File: config.mk
export PLATFORM = sky130hd
export DESIGN_NAME = roc_ctrl
export DESIGN_NICKNAME = d
export VERILOG_FILES = /design/src/hw/roc_ctrl.v
export VERILOG_INCLUDE_DIRS = /design/src /design/src/pkg
export SDC_FILE = /design/constraint.sdc
export NUM_CORES = 1
export LEC_CHECK = 0
export BUFFER_PORTS_ARGS = -buffer_cell sky130_fd_sc_hd__buf_2
export CORE_MARGIN = 8
export CORE_UTILIZATION = 45
export CTS_CLUSTER_DIAMETER = 60
export CTS_CLUSTER_SIZE = 8
export DETAILED_ROUTE_END_ITERATION = 8
export PLACE_DENSITY = 0.7
export SYNTH_ARGS = -nofsm -noshare
export SYNTH_HDL_FRONTEND = slang
export SYNTH_SLANG_ARGS = --single-unit
File: constraint.sdc
create_clock -name mclk -period 2.1 [get_ports mclk]
set_input_delay 0.42 -clock mclk [delete_from_list [all_inputs] [get_ports mclk]]
set_output_delay 0.42 -clock mclk [all_outputs]
set_load 0.1 [all_outputs]
File: src/pkg/rtc_osc_regs.vh
`ifndef RTC_OSC_REGS_VH
`define RTC_OSC_REGS_VH

// Internal addresses behind the indirect port pair
`define ROC_ADDR_CONTROL   4'h6
`define ROC_ADDR_OSC_CTRL  4'h7

// Control register fields
`define ROC_CTL_POWER_EN   7
`define ROC_CTL_MISS_EN    6
`define ROC_CTL_FAIL       5
`define ROC_CTL_TIMER_RUN  4
`define ROC_CTL_ALARM_EN   3
`define ROC_CTL_ALARM      2
`define ROC_CTL_LOAD       1
`define ROC_CTL_SNAPSHOT   0
`define ROC_CTL_RESET      8'h00

// Oscillator control register fields
`define ROC_OSC_GAIN_EN    7
`define ROC_OSC_MODE       6
`define ROC_OSC_BIAS_X2    5
`define ROC_OSC_VALID      4
`define ROC_OSC_RESET      8'h00

// Missing-clock timeout: 50 us at a 10 ns core clock period
`define ROC_MISS_TIME_NS   50000
`define ROC_CLK_PERIOD_NS  10
`define ROC_MISS_CYCLES    (`ROC_MISS_TIME_NS / `ROC_CLK_PERIOD_NS)

`endif

File: src/hw/roc_ctrl.v
// Contract
// - Timebase clock comes from its own oscillator, unrelated to the core clock.
// - Crystal mode runs 32.768 kHz; self-oscillate runs about 20 or 40 kHz.
// - Mode select zero picks self-oscillate; bias double picks 20 or 40 kHz.
// - Gain control enable bit 7 lets the oscillator trim its amplitude.
// - Bias double bit 5 doubles bias current, raising self-oscillate frequency.
// - Missing-clock enable bit 6 arms the one-shot detector; zero disables.
// - Armed detector sets fail flag bit 5 after 50 us without an edge.
// - Timeout wakes oscillator, raises interrupt if enabled, resets core if enabled.
// - Power enable bit 7 gates bias and oscillator and allows backup supply.
`include "rtc_osc_regs.vh"
`default_nettype none

module roc_ctrl #(
	parameter MISS_CYCLES = `ROC_MISS_CYCLES
) (
	input  wire       mclk,
	input  wire       resetn,
	input  wire       addr_wr,
	input  wire [3:0] addr_wdata,
	input  wire       data_wr,
	input  wire [7:0] data_wdata,
	output reg  [3:0] addr_rdata,
	output reg  [7:0] data_rdata,
	input  wire       rtc_timebase_clock,
	input  wire       osc_clock_valid,
	input  wire       alarm_event,
	input  wire       load_done,
	input  wire       snapshot_done,
	input  wire       irq_enable,
	input  wire       reset_source_enable,
	output reg        rtc_power_enable,
	output reg        backup_switch_allow,
	output reg        osc_mode_select,
	output reg        gain_control_enable,
	output reg        bias_double,
	output reg        timer_run,
	output reg        alarm_enable,
	output reg        timer_load_trigger,
	output reg        timer_snapshot_trigger,
	output reg        osc_fail_flag,
	output reg        alarm_flag,
	output reg        osc_wake_pulse,
	output reg        core_reset_pulse,
	output wire       rtc_irq_request
);

	localparam CW = 16;
	localparam [CW-1:0] MISS_LIMIT = MISS_CYCLES[CW-1:0];

	reg  [3:0]    addr_ff;
	reg           tb_meta_ff;
	reg           tb_sync_ff;
	reg           tb_last_ff;
	reg           vld_meta_ff;
	reg           vld_sync_ff;
	reg           miss_en_ff;
	reg  [CW-1:0] stall_ff;
	reg           fired_ff;
	reg  [7:0]    nxt_rdata;
	wire          tb_edge;
	wire          timeout;
	wire          wr_ctl;
	wire          wr_osc;
	wire [7:0]    ctl_view;
	wire [7:0]    osc_view;

	function addr_hit;
		input [3:0] a;
		input [3:0] target;
		begin
			addr_hit = (a == target);
		end
	endfunction

	assign wr_ctl = data_wr & addr_hit(addr_ff, `ROC_ADDR_CONTROL);
	assign wr_osc = data_wr & addr_hit(addr_ff, `ROC_ADDR_OSC_CTRL);

	// Address port
	always @(posedge mclk)
	begin
		if (!resetn)
			addr_ff <= 4'h0;
		else if (addr_wr)
			addr_ff <= addr_wdata;
	end

	always @*
	begin
		addr_rdata = addr_ff;
	end

	// The timebase is foreign to the core clock, so it is synchronised first
	always @(posedge mclk)
	begin
		if (!resetn)
		begin
			tb_meta_ff  <= 1'b0;
			tb_sync_ff  <= 1'b0;
			tb_last_ff  <= 1'b0;
			vld_meta_ff <= 1'b0;
			vld_sync_ff <= 1'b0;
		end
		else
		begin
			tb_meta_ff  <= rtc_timebase_clock;
			tb_sync_ff  <= tb_meta_ff;
			tb_last_ff  <= tb_sync_ff;
			vld_meta_ff <= osc_clock_valid;
			vld_sync_ff <= vld_meta_ff;
		end
	end

	assign tb_edge = tb_sync_ff ^ tb_last_ff;

	// Stall timer on the core clock; either edge restarts it
	always @(posedge mclk)
	begin
		if (!resetn)
			stall_ff <= {CW{1'b0}};
		else if (!miss_en_ff || tb_edge)
			stall_ff <= {CW{1'b0}};
		else if (stall_ff != MISS_LIMIT)
			stall_ff <= stall_ff + {{(CW-1){1'b0}}, 1'b1};
	end

	// One-shot: fires once per stall, rearmed by the next edge
	assign timeout = miss_en_ff & ~tb_edge & ~fired_ff & (stall_ff == MISS_LIMIT);

	always @(posedge mclk)
	begin
		if (!resetn)
			fired_ff <= 1'b0;
		else if (!miss_en_ff || tb_edge)
			fired_ff <= 1'b0;
		else if (timeout)
			fired_ff <= 1'b1;
	end

	always @(posedge mclk)
	begin
		if (!resetn)
		begin
			osc_wake_pulse   <= 1'b0;
			core_reset_pulse <= 1'b0;
		end
		else
		begin
			osc_wake_pulse   <= timeout;
			core_reset_pulse <= timeout & reset_source_enable;
		end
	end

	assign rtc_irq_request = osc_fail_flag & irq_enable;

	// Control register
	always @(posedge mclk)
	begin
		if (!resetn)
		begin
			rtc_power_enable       <= 1'b0;
			backup_switch_allow    <= 1'b0;
			miss_en_ff             <= 1'b0;
			timer_run              <= 1'b0;
			alarm_enable           <= 1'b0;
			timer_load_trigger     <= 1'b0;
			timer_snapshot_trigger <= 1'b0;
		end
		else
		begin
			if (wr_ctl)
			begin
				rtc_power_enable    <= data_wdata[`ROC_CTL_POWER_EN];
				backup_switch_allow <= data_wdata[`ROC_CTL_POWER_EN];
				miss_en_ff          <= data_wdata[`ROC_CTL_MISS_EN];
				timer_run           <= data_wdata[`ROC_CTL_TIMER_RUN];
				alarm_enable        <= data_wdata[`ROC_CTL_ALARM_EN];
			end
			// Transfer requests stay up until the timer logic reports completion
			if (wr_ctl && data_wdata[`ROC_CTL_LOAD])
				timer_load_trigger <= 1'b1;
			else if (load_done)
				timer_load_trigger <= 1'b0;
			if (wr_ctl && data_wdata[`ROC_CTL_SNAPSHOT])
				timer_snapshot_trigger <= 1'b1;
			else if (snapshot_done)
				timer_snapshot_trigger <= 1'b0;
		end
	end

	// Sticky flags: a set in the same cycle as a software clear wins
	always @(posedge mclk)
	begin
		if (!resetn)
		begin
			osc_fail_flag <= 1'b0;
			alarm_flag    <= 1'b0;
		end
		else
		begin
			if (timeout)
				osc_fail_flag <= 1'b1;
			else if (wr_ctl && !data_wdata[`ROC_CTL_FAIL])
				osc_fail_flag <= 1'b0;
			if (alarm_event)
				alarm_flag <= 1'b1;
			else if (wr_ctl && !data_wdata[`ROC_CTL_ALARM])
				alarm_flag <= 1'b0;
		end
	end

	// Oscillator control register; settings go straight to the analog cell
	always @(posedge mclk)
	begin
		if (!resetn)
		begin
			gain_control_enable <= 1'b0;
			osc_mode_select     <= 1'b0;
			bias_double         <= 1'b0;
		end
		else if (wr_osc)
		begin
			gain_control_enable <= data_wdata[`ROC_OSC_GAIN_EN];
			osc_mode_select     <= data_wdata[`ROC_OSC_MODE];
			bias_double         <= data_wdata[`ROC_OSC_BIAS_X2];
		end
	end
	// Self-oscillate needs no settling, so the valid flag is simply reported

	assign ctl_view = {rtc_power_enable, miss_en_ff, osc_fail_flag, timer_run,
		alarm_enable, alarm_flag, timer_load_trigger, timer_snapshot_trigger};
	assign osc_view = {gain_control_enable, osc_mode_select, bias_double,
		vld_sync_ff, 4'h0};

	always @*
	begin
		nxt_rdata = 8'h00;
		case (addr_ff)
			`ROC_ADDR_CONTROL:  nxt_rdata = ctl_view;
			`ROC_ADDR_OSC_CTRL: nxt_rdata = osc_view;
			default:            nxt_rdata = 8'h00;
		endcase
	end

	// Read data refreshes every cycle from the current address
	always @(posedge mclk)
	begin
		if (!resetn)
			data_rdata <= 8'h00;
		else
			data_rdata <= nxt_rdata;
	end

endmodule

`default_nettype wire

==> impl_metrics.json, run 1 <==
{
  "status": "complete, no violations",
  "synth_top_cell_area_share": 0.480,
  "grt.total_usage": 0.129,
  "final_common_cell": "buf_2",
  "clock_skew_ps": 6.08,
  "maxSlewHeadroom": 0.622,
  "drtIter0Drc": 99,
  "synth.distinct_cells": 36,
  "post_dp_cell_area_sq_um": 2250,
  "clk_latency_ps": 290,
  "core_area_sq_um": 4260,
  "synth.net_count": 230,
  "mappedNetlistArea_sq_um": 1960,
  "ir_drop_mv": 0.391,
  "holdPathStages": 2,
  "post-synth-top-area-cell": "dfxtp_1",
  "ant_nets": 0,
  "path_clk_slew_ps": 80,
  "dp_hpwl_um": 3130,
  "drtPass1Iterations": 4,
  "ios": 49,
  "yosysWarnings": 0,
  "fin_tns_setup_ps": 0,
  "synth_seq_cells": 47,
  "clock_sinks": 47,
  "cts_resized": 0,
  "rows": 24,
  "die_width_um": 82.0,
  "drive_above_1_share": 0.257,
  "grt_pass1_wl_um": 6890,
  "htreeDepth": 2,
  "critPathKind": "reg -> reg",
  "seq_area_frac_synth": 0.480,
  "synth.avg_cell_area_sq_um": 9.57,
  "arrival_ps": 1930,
  "postCtsHoldBufs": 0,
  "fin_nets": 277,
  "die_y_um": 82.0,
  "synth.area.top_cells": "dfxtp_1, mux2i_1, and2_1, nand3_1, nand2_1",
  "clock_path_buffers": 2,
  "cp_max_fo": 5,
  "reg2reg_depth": 5,
  "drt_wl_total_um": 4130,
  "synth_cells": 205,
  "crit_chain": "inv_1 > ha_1 > or4b_4 > nor4_4 > mux2i_1",
  "hp-class": "in -> reg",
  "async_flop_share": 0,
  "cts_root_buf": "clkbuf_8",
  "rsz0062_at_grt": "false",
  "place_ws_ps": 402,
  "finalHoldViolations": 0,
  "setup_viol": 0,
  "grt_pass1_vias": 1583,
  "maxCapViolations": 0,
  "p_leak_nw": 0.927,
  "endpoint_kind": "register",
  "period_needed_ps": 1710,
  "area_growth_pct": 19.6,
  "drt-wirelength-per-cell_um": 13.6,
  "cpMaxStageDelayCell": "or4b_4",
  "via_per_inst": 5.40,
  "cp.required_ps": 2320,
  "stdcell_area_sq_um": 2350,
  "fmaxAchievable_mhz": 585,
  "grt_antenna_before_repair": 0,
  "finalCritPeriodShare": 0.814,
  "vias": 1647,
  "diodes": 0,
  "grt_start_max_net_pins": 16,
  "p_per_area_nw_per_um2": 685,
  "cts_made_buffers": 5,
  "worst_pin_slew_ps": 564,
  "post_cts_buffers": 0,
  "synth_flop_cell": "dfxtp_1",
  "die_area_sq_um": 6730,
  "overflow": 0,
  "startpoint_type": "register",
  "gp_congestion": 0.776,
  "synth_edf_count": 0,
  "drc": 0,
  "cts_tree": "done",
  "port_buffers": 48,
  "timing.final.max_slew_violations": 0,
  "cpPeakStageDelay_ps": 470,
  "setup_slack_ps": 391,
  "final_cell_mix": "buf_2, dfxtp_1, mux2i_1",
  "start_util": 0.460
}
power by group:
part	internal, mW	leakage (nW)	switching, mW
logic	0.0372	0.495	0.0820
clock network	0.301	0.0515	0.281
registers	0.901	0.381	0.00658
total	1.24	0.927	0.369
synth_stat cells (5+ instances only):
cell type / instances
a21oi_1: 9
and2_1: 11
clkbuf_1: 9
dfxtp_1: 47
inv_1: 7
mux2i_1: 20
nand2_1: 15
nand3_1: 13
nand4_1: 6
nor2_1: 9
nor4_1: 6
o21ai_0: 5
o31ai_1: 6
final timing paths:
kind / startpoint / endpoint / slack, ps
worst max-delay path: stall_ff[0]$_SDFFE_PP0P_ / stall_ff[1]$_SDFFE_PP0P_ / 390
worst min-delay path: osc_clock_valid / vld_meta_ff$_SDFF_PN0_ / 330
worst max register to register: stall_ff[0]$_SDFFE_PP0P_ / stall_ff[1]$_SDFFE_PP0P_ / 390
worst min register to register: vld_meta_ff$_SDFF_PN0_ / vld_sync_ff$_SDFF_PN0_ / 440
cells by family after synthesis:
logic type,Yosys count,synth area share
AND/OR/NAND/NOR,90,0.277
flip-flops,47,0.480
AO/OA/AOI/OAI,24,0.0753
multiplexers,20,0.102
buffers and inverters,19,0.0395
XOR/XNOR,3,0.0134
adder cells (fa/ha/maj),2,0.0128
state kept, by name (all words and copies together), names as in the netlist:
name / flops
stall_ff: 16
data_rdata: 8
addr_rdata: 4
alarm_enable: 1
alarm_flag: 1
backup_switch_allow: 1
bias_double: 1
core_reset_pulse: 1
fired_ff: 1
gain_control_enable: 1
miss_en_ff: 1
osc_fail_flag: 1
osc_mode_select: 1
osc_wake_pulse: 1
tb_last_ff: 1
tb_meta_ff: 1
tb_sync_ff: 1
timer_load_trigger: 1
timer_run: 1
timer_snapshot_trigger: 1
vld_meta_ff: 1
vld_sync_ff: 1
critical path, delay by kind of cell, from the launching register on:
kind / cells / cell delay, ps
buffers and inverters: 1 / 90
adders and majority gates: 1 / 150
and+or+nand+nor: 2 / 830
DFF: 1 / 350
muxes: 1 / 220
layout make-up:
class | instances | area [sq um]
fillers | 384 | 1920
multi-input cells | 139 | 945
flip-flops and latches | 47 | 941
repair buffers | 52 | 270
clock buffers | 8 | 100
well taps | 52 | 65.1
inverters | 7 | 26.3
metal layers:
metal  vias to the layer above  track usage  wire length [um]
li1                        828            -                 -
met1                       771        0.154              1880
met2                        43        0.208              1910
met3                         5       0.0427               286
met4                         0       0.0526                57
met5                         -            0                 0
metrics by stage:
step | power (mW) | cells | util | hold WS (ps)
CTS | 1.63 | 305 | 0.550 | 327
global placement | 1.05 | 297 | 0.527 | 415
detailed placement | 1.05 | 297 | 0.527 | 425
global route | 1.67 | 305 | 0.550 | 330
floorplan | 1.01 | 205 | - | 412
finish | 1.61 | 305 | 0.550 | 333
No activity file was read; power rests on OpenSTA's default activity.
==> run 2, diff against run 1 <==
Settings changed: ABC_AREA set to 1.
Clock period 2.1 ns to 1.7 ns, I/O delays scaled along.
==> run 2 against run 1 <==
Compared with the run above:
- non-clock buffer count decreased by 1
- clock-buffer cell count fell by 3
- utilization increased by 0.79 points
- sequential cell count did not move
- power up 33%
- synthesized area decreased by 0.77%
- global-route usage rose by 0.94 points
- clock skew up 0.92 ps
- design area rose by 1.4%
- routed wire length up 3.0%
- final cell count grew 26%
- sequential share of layout area decreased by 0.25 points
- largest cell class is now flip-flops and latches
- largest power group unchanged
==> impl_metrics.json, run 2 <==
{
  "status": "complete, no violations",
  "grt_pass1_wl_um": 7230,
  "post-synth-top-count-cell": "nand2_1",
  "die_width_um": 81.8,
  "grt_start_max_net_pins": 17,
  "finalHoldViolations": 0,
  "mappedNetlistArea_sq_um": 1950,
  "start_util": 0.457,
  "ant_nets": 0,
  "hp-class": "in -> reg",
  "port_buffers": 48,
  "cts_made_buffers": 5,
  "path_clk_slew_ps": 90,
  "fin_tns_setup_ps": 0,
  "grt_pass1_vias": 1719,
  "startpoint_type": "register",
  "rsz0062_at_grt": "false",
  "grt_antenna_before_repair": 0,
  "gp_congestion": 0.809,
  "cp.required_ps": 1360,
  "synth.net_count": 300,
  "synth.avg_cell_area_sq_um": 7.08,
  "final.fill_count": 432,
  "clk_latency_ps": 300,
  "area_growth_pct": 22.3,
  "final_cell_mix": "nand2_1, nor2_1, buf_2",
  "synth_cells": 275,
  "setup_viol": 0,
  "dp_hpwl_um": 3310,
  "clock_skew_ps": 7.00,
  "p_leak_nw": 1.13,
  "largest_register_ffs": 16,
  "clock_path_buffers": 2,
  "synth_top_cell_area_share": 0.483,
  "top_register": "stall_ff",
  "cts_tree": "done",
  "post-synth-top-area-cell": "dfxtp_1",
  "synth.distinct_cells": 20,
  "die_area_sq_um": 6690,
  "period_needed_ps": 1510,
  "ir_drop_mv": 0.511,
  "maxCapViolations": 0,
  "async_flop_share": 0,
  "clock_sinks": 47,
  "postCtsHoldBufs": 0,
  "seq_area_frac_synth": 0.483,
  "grt.total_usage": 0.138,
  "maxSlewHeadroom": 0.666,
  "vias": 1787,
  "via_per_inst": 4.67,
  "finalCritPeriodShare": 0.886,
  "endpoint_kind": "output pin",
  "whs_ps": 212,
  "fin_nets": 355,
  "fmaxAchievable_mhz": 664,
  "cp_max_fo": 3,
  "drtIter0Drc": 88,
  "synth.area.top_cells": "dfxtp_1, nand2_1, nor2_1, inv_1, a21oi_1",
  "drt-wirelength-per-cell_um": 11.1,
  "synth_seq_cells": 47,
  "worst_pin_slew_ps": 505,
  "htreeDepth": 2,
  "final_common_cell": "nand2_1",
  "cts_resized": 0,
  "drive_above_1_share": 0.233,
  "timing.final.max_slew_violations": 0,
  "synth_flop_cell": "dfxtp_1",
  "overflow": 0,
  "cts_root_buf": "clkbuf_8",
  "die_y_um": 81.8,
  "p_per_area_nw_per_um2": 896,
  "ios": 49,
  "rows": 24,
  "core_area_sq_um": 4260,
  "synth_edf_count": 0,
  "yosysWarnings": 0,
  "diodes": 0,
  "synth.top_cells.by_count": "nand2_1, nor2_1, dfxtp_1",
  "utilization": 0.558,
  "drc": 0,
  "arrival_ps": 1170,
  "drtPass1Iterations": 4,
  "drt_wl_total_um": 4260,
  "post_cts_buffers": 0,
  "critPathKind": "reg -> out"
}
## run 2: cell count changes after synthesis, sizes merged, moves of 6 or more
cell    previous run  this run
nand2             15        73
and2              11         0
mux2i             20         0
nor2               9        53
a21oi              9        18
o21ai              5        17
o31ai              6         0
inv                7        38
nor4               7         0
clkbuf             9         0
## run 2: worst paths after layout
check                             start                             endpoint  slack [ps]  cells past startpoint
max          osc_fail_flag$_SDFFE_PN0P_                      rtc_irq_request         190                      3
min                       snapshot_done  timer_snapshot_trigger$_SDFFE_PN0P_         210                      2
max reg2reg  addr_rdata[3]$_SDFFE_PN0P_     gain_control_enable$_SDFFE_PN0P_         410                      7
min reg2reg       tb_meta_ff$_SDFF_PN0_                tb_sync_ff$_SDFF_PN0_         420                      2
## run 2: cells by family after synthesis
logic type	count (synthesis)	share of synthesized area
xor+xnor	1	0.00450
buf+inv	41	0.0823
fa+ha+maj	2	0.0129
flops	47	0.483
simple gates	147	0.319
compound gates	37	0.0977
## run 2: where the power goes
group	internal (mW)	total (mW)	switching (mW)
clock	0.446	0.843	0.398
sequential	1.12	1.13	0.00953
combinational	0.0389	0.162	0.123
## run 2: layer usage
layer  vias up  routed length (um)  global-route usage
met3         5                 379              0.0733
li1        963                   -                   -
met4         0                  53              0.0474
met5         -                   0                   0
met1       779                1980               0.156
met2        40                1850               0.219
## run 2: cell type report
class | count | area, sq um | share of cell area
clock buffers | 5 | 68.8 | 0.0289
clock inverters | 3 | 47.5 | 0.0200
inverters | 38 | 143 | 0.0599
multi-input cells | 187 | 846 | 0.355
flip-flops and latches | 47 | 948 | 0.398
well taps | 52 | 65.1 | 0.0273
repair buffers | 51 | 263 | 0.110
## run 2: per-stage QoR
stage,power [mW],area [sq um],setup slack [ps],std cells
CTS,2.16,2380,160,383
finish,2.13,2380,193,383
floorplan,1.27,1950,10.4,275
detailed placement,1.32,2260,374,375
global placement,1.31,2260,406,375
global route,2.22,2380,126,383
## run 2: critical path, stage by stage (launching register included)
cell and delay [ps]:
dfxtp_2 350, nand2_1 50, inv_1 40, buf_2 410
